<file path="src/logic/fmr_pkg.sv">
// Constants and types of the multi-line flash read path
// How it works
// Opcode 3Bh takes 3 or 4 address bytes by flag; 3Ch always 4 bytes.
// Dual read opcode, address, dummy come in on IO0 at rising edges; 8 dummies.
// Dual read data: two bits per falling edge, upper bit on IO1, next on IO0.
// Reads start anywhere, address counts up per byte and wraps to zero.
// Host ends every read only by raising chip select; data streams until then.
// Read arriving while write in progress is ignored entirely.
// Opcode 6Bh takes 3 or 4 address bytes by flag; 6Ch always 4 bytes.
// Host sets the quad enable bit before a quad output read.
// Quad output read: serial header on IO0, data nibble per falling edge, IO3 first.
// Quad output read may be clocked up to 166 MHz.
// Opcode EBh takes 3 or 4 address bytes by flag; ECh always 4 bytes.
// Host sets the quad enable bit before a quad I/O read.
// Quad I/O address and dummies on four lines, nibble per rising edge; 6 dummies.
// Mode byte takes first two clocks after address, counted in dummy total.
// Upper mode nibble 1010 enters continuous mode: next frame starts at address.
// Other upper mode nibble leaves continuous mode; next frame needs an opcode.
// Continuous mode never alters the one-line or four-line command setting.
// With six dummies, data starts after two mode clocks and four more.
// Host gives enough dummies; equal to mode clocks means low nibble undriven.
// Data lines are driven only in the data phase, otherwise left released.
package fmr_pkg;

    // Read opcodes
    localparam logic [7:0] OP_DUAL     = 8'h3b;
    localparam logic [7:0] OP_DUAL_W   = 8'h3c;
    localparam logic [7:0] OP_QUAD     = 8'h6b;
    localparam logic [7:0] OP_QUAD_W   = 8'h6c;
    localparam logic [7:0] OP_QIO      = 8'heb;
    localparam logic [7:0] OP_QIO_W    = 8'hec;

    // Phase lengths in link clocks or bits
    localparam logic [5:0] CMD_BITS         = 6'h08;
    localparam logic [5:0] ADDR_BITS_NARROW = 6'h18;
    localparam logic [5:0] ADDR_BITS_WIDE   = 6'h20;
    localparam logic [5:0] MODE_CLOCKS      = 6'h02;
    localparam logic [4:0] DUMMY_OUT_DEF    = 5'h08;
    localparam logic [4:0] DUMMY_QIO_DEF    = 5'h06;
    localparam logic [3:0] MODE_ENTER       = 4'ha;

    // Output enables per read kind
    localparam logic [3:0] OE_NONE = 4'h0;
    localparam logic [3:0] OE_DUAL = 4'h3;
    localparam logic [3:0] OE_QUAD = 4'hf;

    // Sizes and reset values
    localparam int         MEM_ADDR_W_DEF = 24;
    localparam int         FIFO_DEPTH_DEF = 32;
    localparam int         FIFO_WIDTH_DEF = 8;
    localparam logic [5:0] SYNC_RST       = 6'h20;

    typedef enum logic [2:0] {ST_CMD, ST_ADDR, ST_DUMMY, ST_DATA, ST_IGNORE} fmr_state_t;
    typedef enum logic [1:0] {KIND_DUAL, KIND_QUAD, KIND_QIO} fmr_kind_t;

endpackage

</file>
<file path="src/logic/fmr_sync.sv">
// Two-stage synchroniser for a group of pin inputs
`timescale 1ns/1ps
module fmr_sync
    import fmr_pkg::*;
#(
    parameter int           W       = 6,
    parameter logic [W-1:0] RST_VAL = '0
) (
    // Clock and reset
    input  wire logic         clock,
    input  wire logic         rst_b,
    // Pins and synchronised copy
    input  wire logic [W-1:0] din,
    output logic      [W-1:0] dout
);

    typedef struct packed {
        logic [W-1:0] s1;
        logic [W-1:0] s2;
    } fmr_sync_regs_t;

    fmr_sync_regs_t q;
    fmr_sync_regs_t d;

    // Second stage reads only the first
    always_comb begin
        d    = q;
        d.s1 = din;
        d.s2 = q.s1;
    end

    // State registers
    always_ff @(posedge clock or negedge rst_b) begin
        if (!rst_b) begin
            q <= {RST_VAL, RST_VAL};
        end else begin
            q <= d;
        end
    end

    assign dout = q.s2;

endmodule

</file>
<file path="src/logic/fmr_fifo.sv">
// Byte FIFO between array fetch and the link shifter
`timescale 1ns/1ps
module fmr_fifo
    import fmr_pkg::*;
#(
    parameter int W = FIFO_WIDTH_DEF,
    parameter int D = FIFO_DEPTH_DEF
) (
    // Clock and reset
    input  wire logic         clock,
    input  wire logic         rst_b,
    input  wire logic         flush,
    // Filling side
    input  wire logic         in_valid,
    output logic              in_ready,
    input  wire logic [W-1:0] in_data,
    // Draining side
    output logic              out_valid,
    input  wire logic         out_ready,
    output logic      [W-1:0] out_data
);

    localparam int AW = $clog2(D);

    typedef struct packed {
        logic [D-1:0][W-1:0] mem;
        logic [AW-1:0]       rd;
        logic [AW-1:0]       wr;
        logic [AW:0]         cnt;
        logic [W-1:0]        dout;
    } fmr_fifo_regs_t;

    fmr_fifo_regs_t q;
    fmr_fifo_regs_t d;
    logic           wr_en;
    logic           rd_en;

    assign in_ready  = q.cnt != (AW+1)'(D);
    assign out_valid = q.cnt != '0;
    assign out_data  = q.dout;
    assign wr_en     = in_valid & in_ready;
    assign rd_en     = out_valid & out_ready;

    // Pointers, count and registered head with write bypass
    always_comb begin
        d = q;
        if (wr_en) begin
            d.mem[q.wr] = in_data;
            d.wr        = q.wr + 1'b1;
        end
        if (rd_en) begin
            d.rd = q.rd + 1'b1;
        end
        d.cnt  = q.cnt + {{AW{1'b0}}, wr_en} - {{AW{1'b0}}, rd_en};
        d.dout = (wr_en && q.wr == d.rd) ? in_data : q.mem[d.rd];
        if (flush) begin
            d.rd  = '0;
            d.wr  = '0;
            d.cnt = '0;
        end
    end

    // State registers
    always_ff @(posedge clock or negedge rst_b) begin
        if (!rst_b) begin
            q <= '0;
        end else begin
            q <= d;
        end
    end

endmodule

</file>
<file path="src/logic/fmr_read_path.sv">
// Flash read path for dual, quad and quad I/O read commands
`timescale 1ns/1ps
module fmr_read_path
    import fmr_pkg::*;
#(
    parameter int MEM_ADDR_W = MEM_ADDR_W_DEF,
    parameter int FIFO_DEPTH = FIFO_DEPTH_DEF
) (
    // Clock and reset
    input  wire logic        clock,
    input  wire logic        rst_b,
    // Link pins
    input  wire logic        sck,
    input  wire logic        cs_b,
    input  wire logic [3:0]  io_in,
    output logic      [3:0]  io_out,
    output logic      [3:0]  io_oe,
    // Device settings and status
    input  wire logic        write_in_progress_flag,
    input  wire logic        extended_address_flag,
    input  wire logic        four_line_command_protocol,
    input  wire logic [4:0]  dummy_out_cycles,
    input  wire logic [4:0]  dummy_qio_cycles,
    output logic             continuous_read_mode,
    output logic             read_active,
    output logic             underrun,
    // Array fetch port
    output logic             mem_req,
    output logic      [31:0] mem_addr,
    input  wire logic [7:0]  mem_rdata,
    input  wire logic        mem_valid
);

    localparam logic [31:0] ADDR_MASK = 32'((33'h1 << MEM_ADDR_W) - 33'h1);

    typedef struct packed {
        fmr_state_t  st;
        fmr_kind_t   kind;
        logic        wide;
        logic        sck_p;
        logic [7:0]  op;
        logic [31:0] addr;
        logic [5:0]  cnt;
        logic [7:0]  mode;
        logic        cont;
        logic [7:0]  sh;
        logic [3:0]  obits;
        logic [3:0]  io_out;
        logic [3:0]  io_oe;
        logic        fetch;
        logic        pend;
        logic        mem_req;
        logic [31:0] mem_addr;
        logic        underrun;
    } fmr_regs_t;

    fmr_regs_t   q;
    fmr_regs_t   d;

    logic        sck_s;
    logic        cs_s;
    logic [3:0]  io_s;
    logic        rise;
    logic        fall;
    logic        qio;
    logic [7:0]  op_n;
    logic [5:0]  op_cnt_n;
    logic [31:0] addr_n;
    logic [5:0]  addr_cnt_n;
    logic [5:0]  abits;
    logic [5:0]  dummy;
    logic [3:0]  dec;
    logic [7:0]  byte_n;
    logic [3:0]  lanes_o;
    logic        push;
    logic        pop;
    logic        f_ready;
    logic        f_valid;
    logic [7:0]  f_data;

    // Returns {valid, wide address, kind}
    function automatic logic [3:0] op_decode(input logic [7:0] op, input logic ext);
        case (op)
            OP_DUAL:   op_decode = {1'b1, ext,  KIND_DUAL};
            OP_DUAL_W: op_decode = {1'b1, 1'b1, KIND_DUAL};
            OP_QUAD:   op_decode = {1'b1, ext,  KIND_QUAD};
            OP_QUAD_W: op_decode = {1'b1, 1'b1, KIND_QUAD};
            OP_QIO:    op_decode = {1'b1, ext,  KIND_QIO};
            OP_QIO_W:  op_decode = {1'b1, 1'b1, KIND_QIO};
            default:   op_decode = 4'h0;
        endcase
    endfunction

    // Pins into the clock domain
    fmr_sync #(
        .W       (6),
        .RST_VAL (SYNC_RST)
    ) u_sync (
        .clock (clock),
        .rst_b (rst_b),
        .din   ({cs_b, sck, io_in}),
        .dout  ({cs_s, sck_s, io_s})
    );

    // Prefetched read data
    fmr_fifo #(
        .W (8),
        .D (FIFO_DEPTH)
    ) u_fifo (
        .clock     (clock),
        .rst_b     (rst_b),
        .flush     (cs_s),
        .in_valid  (push),
        .in_ready  (f_ready),
        .in_data   (mem_rdata),
        .out_valid (f_valid),
        .out_ready (pop),
        .out_data  (f_data)
    );

    // Link clock edges
    assign rise = sck_s & ~q.sck_p;
    assign fall = ~sck_s & q.sck_p;
    assign qio  = q.kind == KIND_QIO;

    // Opcode shift, one or four lines per clock
    assign op_n     = four_line_command_protocol ? {q.op[3:0], io_s}
                                                 : {q.op[6:0], io_s[0]};
    assign op_cnt_n = q.cnt + (four_line_command_protocol ? 6'h04 : 6'h01);
    assign dec      = op_decode(op_n, extended_address_flag);

    // Address shift, serial or nibble wide
    assign addr_n     = qio ? {q.addr[27:0], io_s} : {q.addr[30:0], io_s[0]};
    assign addr_cnt_n = q.cnt + (qio ? 6'h04 : 6'h01);
    assign abits      = q.wide ? ADDR_BITS_WIDE : ADDR_BITS_NARROW;

    // Dummy total, zero selects the default
    always_comb begin
        if (qio) begin
            dummy = {1'b0, (dummy_qio_cycles == 5'h00) ? DUMMY_QIO_DEF
                                                       : dummy_qio_cycles};
        end else begin
            dummy = {1'b0, (dummy_out_cycles == 5'h00) ? DUMMY_OUT_DEF
                                                       : dummy_out_cycles};
        end
    end

    // Byte being shifted out and bits per falling edge
    assign byte_n  = (q.obits == 4'h0) ? f_data : q.sh;
    assign lanes_o = (q.kind == KIND_DUAL) ? 4'h2 : 4'h4;
    assign pop     = ~cs_s & (q.st == ST_DATA) & fall & (q.obits == 4'h0) & f_valid;
    assign push    = mem_valid & q.pend & q.fetch & ~cs_s;

    // Frame sequencer, shifter and fetch engine
    always_comb begin
        d         = q;
        d.sck_p   = sck_s;
        d.mem_req = 1'b0;
        if (cs_s) begin
            // Deselected: release lines, stop fetch, arm next frame
            d.st       = q.cont ? ST_ADDR : ST_CMD;
            d.kind     = q.cont ? KIND_QIO : q.kind;
            d.cnt      = 6'h00;
            d.addr     = 32'h0;
            d.op       = 8'h00;
            d.obits    = 4'h0;
            d.io_oe    = OE_NONE;
            d.fetch    = 1'b0;
            d.underrun = 1'b0;
        end else begin
            case (q.st)
                ST_CMD: begin
                    if (rise) begin
                        d.op  = op_n;
                        d.cnt = op_cnt_n;
                        if (op_cnt_n == CMD_BITS) begin
                            d.cnt = 6'h00;
                            if (dec[3]) begin
                                d.wide = dec[2];
                                d.kind = fmr_kind_t'(dec[1:0]);
                                d.st   = ST_ADDR;
                            end else begin
                                d.st   = ST_IGNORE;
                            end
                        end
                    end
                end
                ST_ADDR: begin
                    if (rise) begin
                        d.addr = addr_n;
                        d.cnt  = addr_cnt_n;
                        if (addr_cnt_n == abits) begin
                            d.cnt = 6'h00;
                            if (write_in_progress_flag) begin
                                d.st = ST_IGNORE;
                            end else begin
                                d.fetch    = 1'b1;
                                d.mem_addr = addr_n & ADDR_MASK;
                                d.st       = ST_DUMMY;
                            end
                        end
                    end
                end
                ST_DUMMY: begin
                    if (rise) begin
                        d.cnt = q.cnt + 6'h01;
                        if (qio && q.cnt < MODE_CLOCKS) begin
                            d.mode = {q.mode[3:0], io_s};
                        end
                        if (qio && q.cnt == MODE_CLOCKS - 6'h01) begin
                            // Upper nibble is now in mode[3:0]
                            d.cont = (q.mode[3:0] == MODE_ENTER);
                        end
                        if (q.cnt + 6'h01 >= dummy) begin
                            d.st = ST_DATA;
                        end
                    end
                end
                ST_DATA: begin
                    if (fall) begin
                        if (q.obits == 4'h0 && !f_valid) begin
                            d.underrun = 1'b1;
                        end
                        if (q.kind == KIND_DUAL) begin
                            d.io_out = {2'b00, byte_n[7:6]};
                            d.sh     = {byte_n[5:0], 2'b00};
                            d.io_oe  = OE_DUAL;
                        end else begin
                            d.io_out = byte_n[7:4];
                            d.sh     = {byte_n[3:0], 4'h0};
                            d.io_oe  = OE_QUAD;
                        end
                        d.obits = ((q.obits == 4'h0) ? 4'h8 : q.obits) - lanes_o;
                    end
                end
                ST_IGNORE: begin
                    d.io_oe = OE_NONE;
                end
                default: begin
                    d.st = ST_IGNORE;
                end
            endcase
        end
        // Fetch next sequential byte while the FIFO has room
        if (q.pend && mem_valid) begin
            d.pend = 1'b0;
            if (push) begin
                d.mem_addr = (q.mem_addr + 32'h1) & ADDR_MASK;
            end
        end else if (d.fetch && q.fetch && !q.pend && f_ready) begin
            d.mem_req = 1'b1;
            d.pend    = 1'b1;
        end
    end

    // State registers
    always_ff @(posedge clock or negedge rst_b) begin
        if (!rst_b) begin
            q <= '0;
        end else begin
            q <= d;
        end
    end

    // Outputs straight from flops
    assign io_out               = q.io_out;
    assign io_oe                = q.io_oe;
    assign continuous_read_mode = q.cont;
    assign read_active          = q.fetch;
    assign underrun             = q.underrun;
    assign mem_req              = q.mem_req;
    assign mem_addr             = q.mem_addr;

endmodule

</file>
<file path="config.mk">
export PLATFORM = sky130hd
export DESIGN_NAME = fmr_read_path
export DESIGN_NICKNAME = d
export VERILOG_FILES = /design/src/logic/fmr_pkg.sv /design/src/logic/fmr_sync.sv /design/src/logic/fmr_fifo.sv /design/src/logic/fmr_read_path.sv
export SDC_FILE = /design/constraint.sdc
export NUM_CORES = 1
export LEC_CHECK = 0
export BUFFER_PORTS_ARGS = -buffer_cell sky130_fd_sc_hd__buf_2
export CORE_ASPECT_RATIO = 1.2
export CORE_MARGIN = 2
export CORE_UTILIZATION = 55
export DETAILED_ROUTE_END_ITERATION = 10
export PLACE_DENSITY = 0.72
export SYNTH_ARGS = -nofsm -noshare
export SYNTH_HDL_FRONTEND = slang
export SYNTH_SLANG_ARGS = --single-unit
export TNS_END_PERCENT = 10
</file>
<file path="constraint.sdc">
create_clock -name clock -period 4.1 [get_ports clock]
set_input_delay 0.41 -clock clock [delete_from_list [all_inputs] [get_ports clock]]
set_output_delay 0.41 -clock clock [all_outputs]
set_load 0.01 [all_outputs]
</file>
After elaboration in Yosys (flattened, before gate mapping)
Cells that the tools add are included.
- bits in registers: 408
- output and inout port bits: 44
- word-level logic and storage cells: 224
- eq/ne operators: 26
- mux-type cells: 72
- reduce and logical (&&, ||, !) cells: 42
- order comparisons: 5
- bitwise logic cells: 14
- add/sub/neg operators: 9
- operators by type and width (kind ; count):
    32-bit 2-to-1 mux ; 9
    256-bit bitwise mux ; 1
    8-bit 2-to-1 mux ; 9
    45-bit 2-to-1 mux ; 1
    8-bit binary-select mux with 5-bit select ; 1
    8-bit demux with 5-bit select ; 1
    38-bit 2-to-1 mux ; 1
    6-bit 2-to-1 mux ; 6
    5-bit 2-to-1 mux ; 7
    3-bit 2-to-1 mux ; 11
    24-bit by 1-bit adder with 24-bit output, second input constant ; 1
    4-bit case mux with 6 select lines ; 1
    3-bit by 2-bit != test with 1-bit output, second input constant ; 7
    2-bit nonzero test ; 10
    6-bit case mux with 3 select lines ; 1
    8-bit by 6-bit equality test with 1-bit output, second input constant ; 2
    8-bit by 7-bit equality test with 1-bit output, second input constant ; 2
    8-bit equality test, second input constant ; 2
    16-bit 2-to-1 mux ; 1
    15-bit 2-to-1 mux ; 1
    7-bit 2-to-1 mux ; 2
    6-bit by 3-bit adder with 6-bit output ; 2
    5-bit by 6-bit less-than comparator with 1-bit output, second input constant ; 2
    1-bit 2-to-1 mux ; 12
    other kinds (42) ; 75

Depth between registers and ports, before layout
- depth after elaboration: 13
- gate-level depth with buffers: 19
- depth with buffers taken out: 16

Modules after synthesis
A second synthesis with hierarchy kept.
- cells, all modules: 1808
- area total of the unflattened synthesis: 19966.6 µm²
- modules (own cells, without submodules) (module ; cells an instance ; instances ; area each (µm²)):
    fmr_fifo ; 1139 ; 1 ; 13674.4
    fmr_read_path ; 657 ; 1 ; 5989.5
    fmr_sync ; 12 ; 1 ; 302.8

Least setup slack after synthesis
Ideal clock, no wire load.
- kind: reg2reg
- start: register q[113] in the netlist's numbering
- end: register q[116] in the netlist's numbering
- stages on the path, launching flop included: 14
- period minus slack after synthesis: 3.441 ns
- setup time: 0.122 ns
- buffers on the path: 1
- arrival time: 3.320 ns
- slack: 0.659 ns
- path through: dfrtp_1 > inv_1 > nand2_1 > inv_1 > clkbuf_1 > ha_1 > a31oi_2 > a41oi_1 > a2111oi_0 > o21ai_0 > and2_1 > nor3_1 > o21ai_0 > a32o_1
- longest elaborated chain between the ends: 6
- elaborated cells on any way between the ends: 9
- RTL lines (item ; line ; RTL):
    start: declaration ; fmr_read_path.sv:57 ; fmr_regs_t q;
    start signal: assignment ; fmr_read_path.sv:259 ; q <= '0;
    start signal: assignment ; fmr_read_path.sv:261 ; q <= d;
    2-bit equality test * ; fmr_read_path.sv:124 ; assign qio = q.kind == KIND_QIO;
    3-bit 2-to-1 mux ; fmr_read_path.sv:134 ; assign addr_cnt_n = q.cnt + (qio ? 6'h04 : 6'h01);
    6-bit by 3-bit adder with 6-bit output ; fmr_read_path.sv:134 ;
    6-bit equality test ; fmr_read_path.sv:192 ; if (addr_cnt_n == abits) begin
    3-bit by 2-bit != test with 1-bit output (no line) ; n/a ;
    7-bit AND reduction (no line) * ; n/a ;
Every way passes the cells marked *; elsewhere a longest branch is shown, timed or not.
A chain may end at the register's enable or synchronous reset.

==> flow_metrics.py <==
metrics = {
    "worst_hold_path": {
        "hp-class": "input port to flip-flop",
    },
    "global_route": {
        "globalRoute.totalOverflow": 0,
        "grt_max_degree": 108,
        "global_route_wire_length_before_repair_mm": 82.2,
        "antenna_found_initial": 0,
        "number_of_global_route_vias_before_repair": 14900,
        "global_route.usage.total_pct": 26.1,
    },
    "cts": {
        "worst_skew_pair.late_latency_ns": 0.55,
        "tritoncts": "built",
        "cts_repair_resize_count": 0,
        "clock_tree.root_cell": "clkbuf_16",
        "cts_inserted_buffers": 42,
        "cts.path.max_buffers": 3,
        "clk_transition_reported_paths_ns": 0.06,
        "ctsHoldBuffers": 7,
        "postCtsSetupRepairBufs": 0,
        "clkSinkCount": 391,
        "h-tree-depth": 2,
    },
    "synthesis": {
        "seq_area_frac_synth_pct": 47.0,
        "mappedNetlistArea_um2": 20800,
        "adder_cell_share_of_the_synthesized_area_pct": 1.93,
        "syn_nets": 1868,
        "syn-instance-count": 1807,
        "synthArstFlopShare_pct": 100,
        "synth_warnings": 0,
        "synth.area.top_cells": "dfrtp_1, mux2_2, mux2i_1",
        "post-synth-top-area-fraction_pct": 46.7,
        "synth_compound_area_share_pct": 9.52,
        "synth-edff-count": 0,
        "dominant_combinational_cell_family_by_area_after_synthesis": "multiplexers",
        "synth_top_cell_by_area": "dfrtp_1",
        "synth_cell_types": 87,
        "synth_xor_xnor_area_share_pct": 1.24,
        "ys_ff_latch": 391,
        "synthMuxAreaShare_pct": 25.1,
        "syn_avg_cell_area_um2": 11.5,
        "synth_simple_gate_area_share_pct": 10.8,
        "synth_top_flop_cell": "dfrtp_1",
    },
    "pwr": {
        "p_switching_mw": 1.71,
        "p_leak_nw": 10.6,
        "power.switching_fraction_pct": 22.0,
        "power.clock.fraction_pct": 46.8,
        "seq_power_share_pct": 50.1,
        "power-per-cell-area_nw_per_um2": 342,
        "power.combinational.fraction_pct": 3.1,
        "internal-power_mw": 6.06,
        "ir_worst_vdd_uv": 314,
    },
    "run": {
        "max_capacitance_violation_count": 0,
    },
    "floorplan": {
        "die_w_um": 182,
        "floorplan.core_area_um2": 37600,
        "dieHeight_um": 217,
        "io-pin-count": 74,
        "design.die.area_um2": 39500,
        "floorplan.initialDensity_pct": 55.4,
        "placement_rows": 78,
    },
    "finish": {
        "diodes": 0,
        "utilization_pct": 60.4,
        "final.fill_count": 2978,
        "drive_gt1_share_pct": 27.9,
        "fin_nets": 1862,
        "area_growth_pct": 8.89,
    },
    "routing": {
        "finalWirelength_mm": 50.9,
        "route.detailed.vias_per_inst": 6.37,
        "vias": 14700,
        "drc": 0,
        "drtPass1Iterations": 7,
        "number_of_nets_with_antenna_violations_after_detailed_routing": 0,
        "routed_wire_length_per_instance_um": 22.1,
        "first_iter_violations": 1239,
    },
    "critical_path": {
        "timing.critical_path.to_type": "flip-flop",
        "worstSetupStartpointType": "flip-flop",
        "worstPathArrival_ns": 4.03,
        "critPathMaxFanout": 19,
        "setup.worst_path.class": "flip-flop to flip-flop",
        "worst-endpoint-required_ns": 4.51,
        "worst_path_max_delay_cell": "nor2_1",
        "worstPathBufferInverterCount": 0,
        "path_delay_family": "simple AND/OR/NAND/NOR gates",
        "crit_path_cell_trace": "ha_2 > or4b_4 > nor4_4 > xnor2_2 > nor2_1 > a32o_1 > o21ai_0 > o22ai_1 > a31oi_1",
        "critical-path-max-stage-delay_ns": 0.69,
    },
    "sta": {
        "endpoints_failing_setup": 0,
        "maxSlewHeadroom_pct": 23.6,
        "minimum_clock_period_ns": 3.62,
        "share_of_the_clock_period_used_by_the_worst_path_pct": 88.3,
        "fmax_mhz": 276,
        "timing.final.max_slew_violations": 0,
        "timing.final.hold_violations": 0,
        "timing_worst_slew_pin_value_ns": 1.15,
        "fin_worst_skew_ns": 0.0218,
        "rsz_0062_raised_after_global_routing": "false",
        "timing.setup.tns_ns": 0,
    },
    "placement": {
        "dp_hpwl_mm": 33.4,
        "placement.io_buffers": 73,
        "routabilityCongestion": 0.935,
    },
    "status": {
        "status": "complete, no violations",
    },
}
-- cells in the final DEF (no fill, tap or decap), types with 13 or more instances in the layout --
master and count:
mux4_2 47, clkbuf_16 43, mux2i_1 106, ha_1 28, and2_1 19, nor2b_1 25, nor3_1 42, o21ai_0 49
a211oi_1 53, xnor2_1 13, and3_1 21, nand2_1 146, inv_1 26, nand3_1 26, buf_4 27, nand4_1 13
a21oi_1 38, buf_2 72, dfrtp_1 387, clkbuf_1 13, nor2_1 106, a31oi_1 29, mux2_2 276
-- state kept, by name, summed over array words and instances, names as in the netlist --
signal,cells
mem_req,1
io_oe,2
continuous_read_mode,1
u_fifo.q,272
u_sync.d,6
io_out,4
underrun,1
q,57
u_sync.dout,6
u_fifo.out_data,8
read_active,1
mem_addr,32
-- power groups by stage --
stage | combinational, mW | clock, mW | sequential, mW
2_1_floorplan | 0.0959 | 0 | 3.95
3_3_place_gp | 0.234 | 0 | 3.96
3_5_place_dp | 0.240 | 0 | 3.96
4_1_cts | 0.245 | 3.70 | 3.89
5_1_grt | 0.271 | 3.88 | 3.89
6_report | 0.239 | 3.63 | 3.89
-- Yosys cell counts, drive strengths merged, types with 4 or more instances --
| cell | count |
|---|---|
| a2111oi | 12 |
| a211oi | 55 |
| a21o | 9 |
| a21oi | 38 |
| a221oi | 9 |
| a22o | 5 |
| a311oi | 5 |
| a31oi | 30 |
| a32o | 4 |
| and2 | 19 |
| and3 | 21 |
| and4 | 4 |
| buf | 84 |
| clkbuf | 77 |
| dfrtp | 389 |
| ha | 29 |
| inv | 27 |
| mux2 | 277 |
| mux2i | 106 |
| mux4 | 47 |
| nand2 | 147 |
| nand2b | 9 |
| nand3 | 26 |
| nand4 | 14 |
| nor2 | 107 |
| nor2b | 25 |
| nor3 | 43 |
| nor3b | 8 |
| nor4 | 8 |
| o21ai | 49 |
| o22ai | 11 |
| o31ai | 12 |
| or2 | 4 |
| or3 | 5 |
| xnor2 | 16 |
| xor2 | 11 |
-- worst min-delay path, cell delays in order --
cell	delay [ns]
buf_2	0.13
inv_1	0.05
a21o_1	0.11
-- per-layer routing --
layer  global-route usage [%]  wire, µm  share of wire (%)
met1                     33.9     21300                 42
met2                     45.1     25500                 50
met3                     3.65      2450                4.8
met4                     9.40      1610                3.2
met5                        0         0                  0
-- cell families after synthesis --
logic type	after synthesis
compound gates	282
xor+xnor	27
fa+ha+maj	31
buf+inv	189
flops	391
mux	430
simple gates	457
-- worst paths after layout --
check | start | end | slack (ns) | cells after the start
max | u_fifo.q[19]$_DFF_PN0_ | u_fifo.out_data[0]$_DFF_PN0_ | 0.48 | 9
min | mem_valid | q[34]$_DFFE_PN0P_ | 0.19 | 3
max reg2reg | u_fifo.q[19]$_DFF_PN0_ | u_fifo.out_data[0]$_DFF_PN0_ | 0.48 | 9
min reg2reg | u_sync.d[3]$_DFF_PN0_ | u_sync.dout[3]$_DFF_PN0_ | 0.35 | 0
max in group asynchronous | rst_b | u_fifo.q[118]$_DFFE_PN0P_ | 2.50 | 3
min in group asynchronous | rst_b | q[68]$_DFFE_PN0P_ | 0.53 | 2
-- per-stage QoR --
stage	worst slack (ns)	instance area [µm²]	std cells	power (mW)	hold slack (ns)
2_1_floorplan	0.659	20800	1807	4.05	0.114
3_3_place_gp	0.606	21300	2230	4.20	0.336
3_5_place_dp	0.543	21300	2230	4.20	0.336
4_1_cts	0.532	22700	2307	7.83	0.164
5_1_grt	0.259	22700	2307	8.04	0.186
6_report	0.478	22700	2307	7.76	0.186
-- final cells by class --
class	instances	area [µm²]	area share, %
inverter	28	105	0.463
timing repair buffer	111	728	3.21
clock inverter	6	62.6	0.276
tap	480	601	2.65
clock buffer	64	1230	5.44
sequential	391	9790	43.2
multi-input combinational	1227	10200	44.8
No activity file was read; power rests on OpenSTA's default activity.
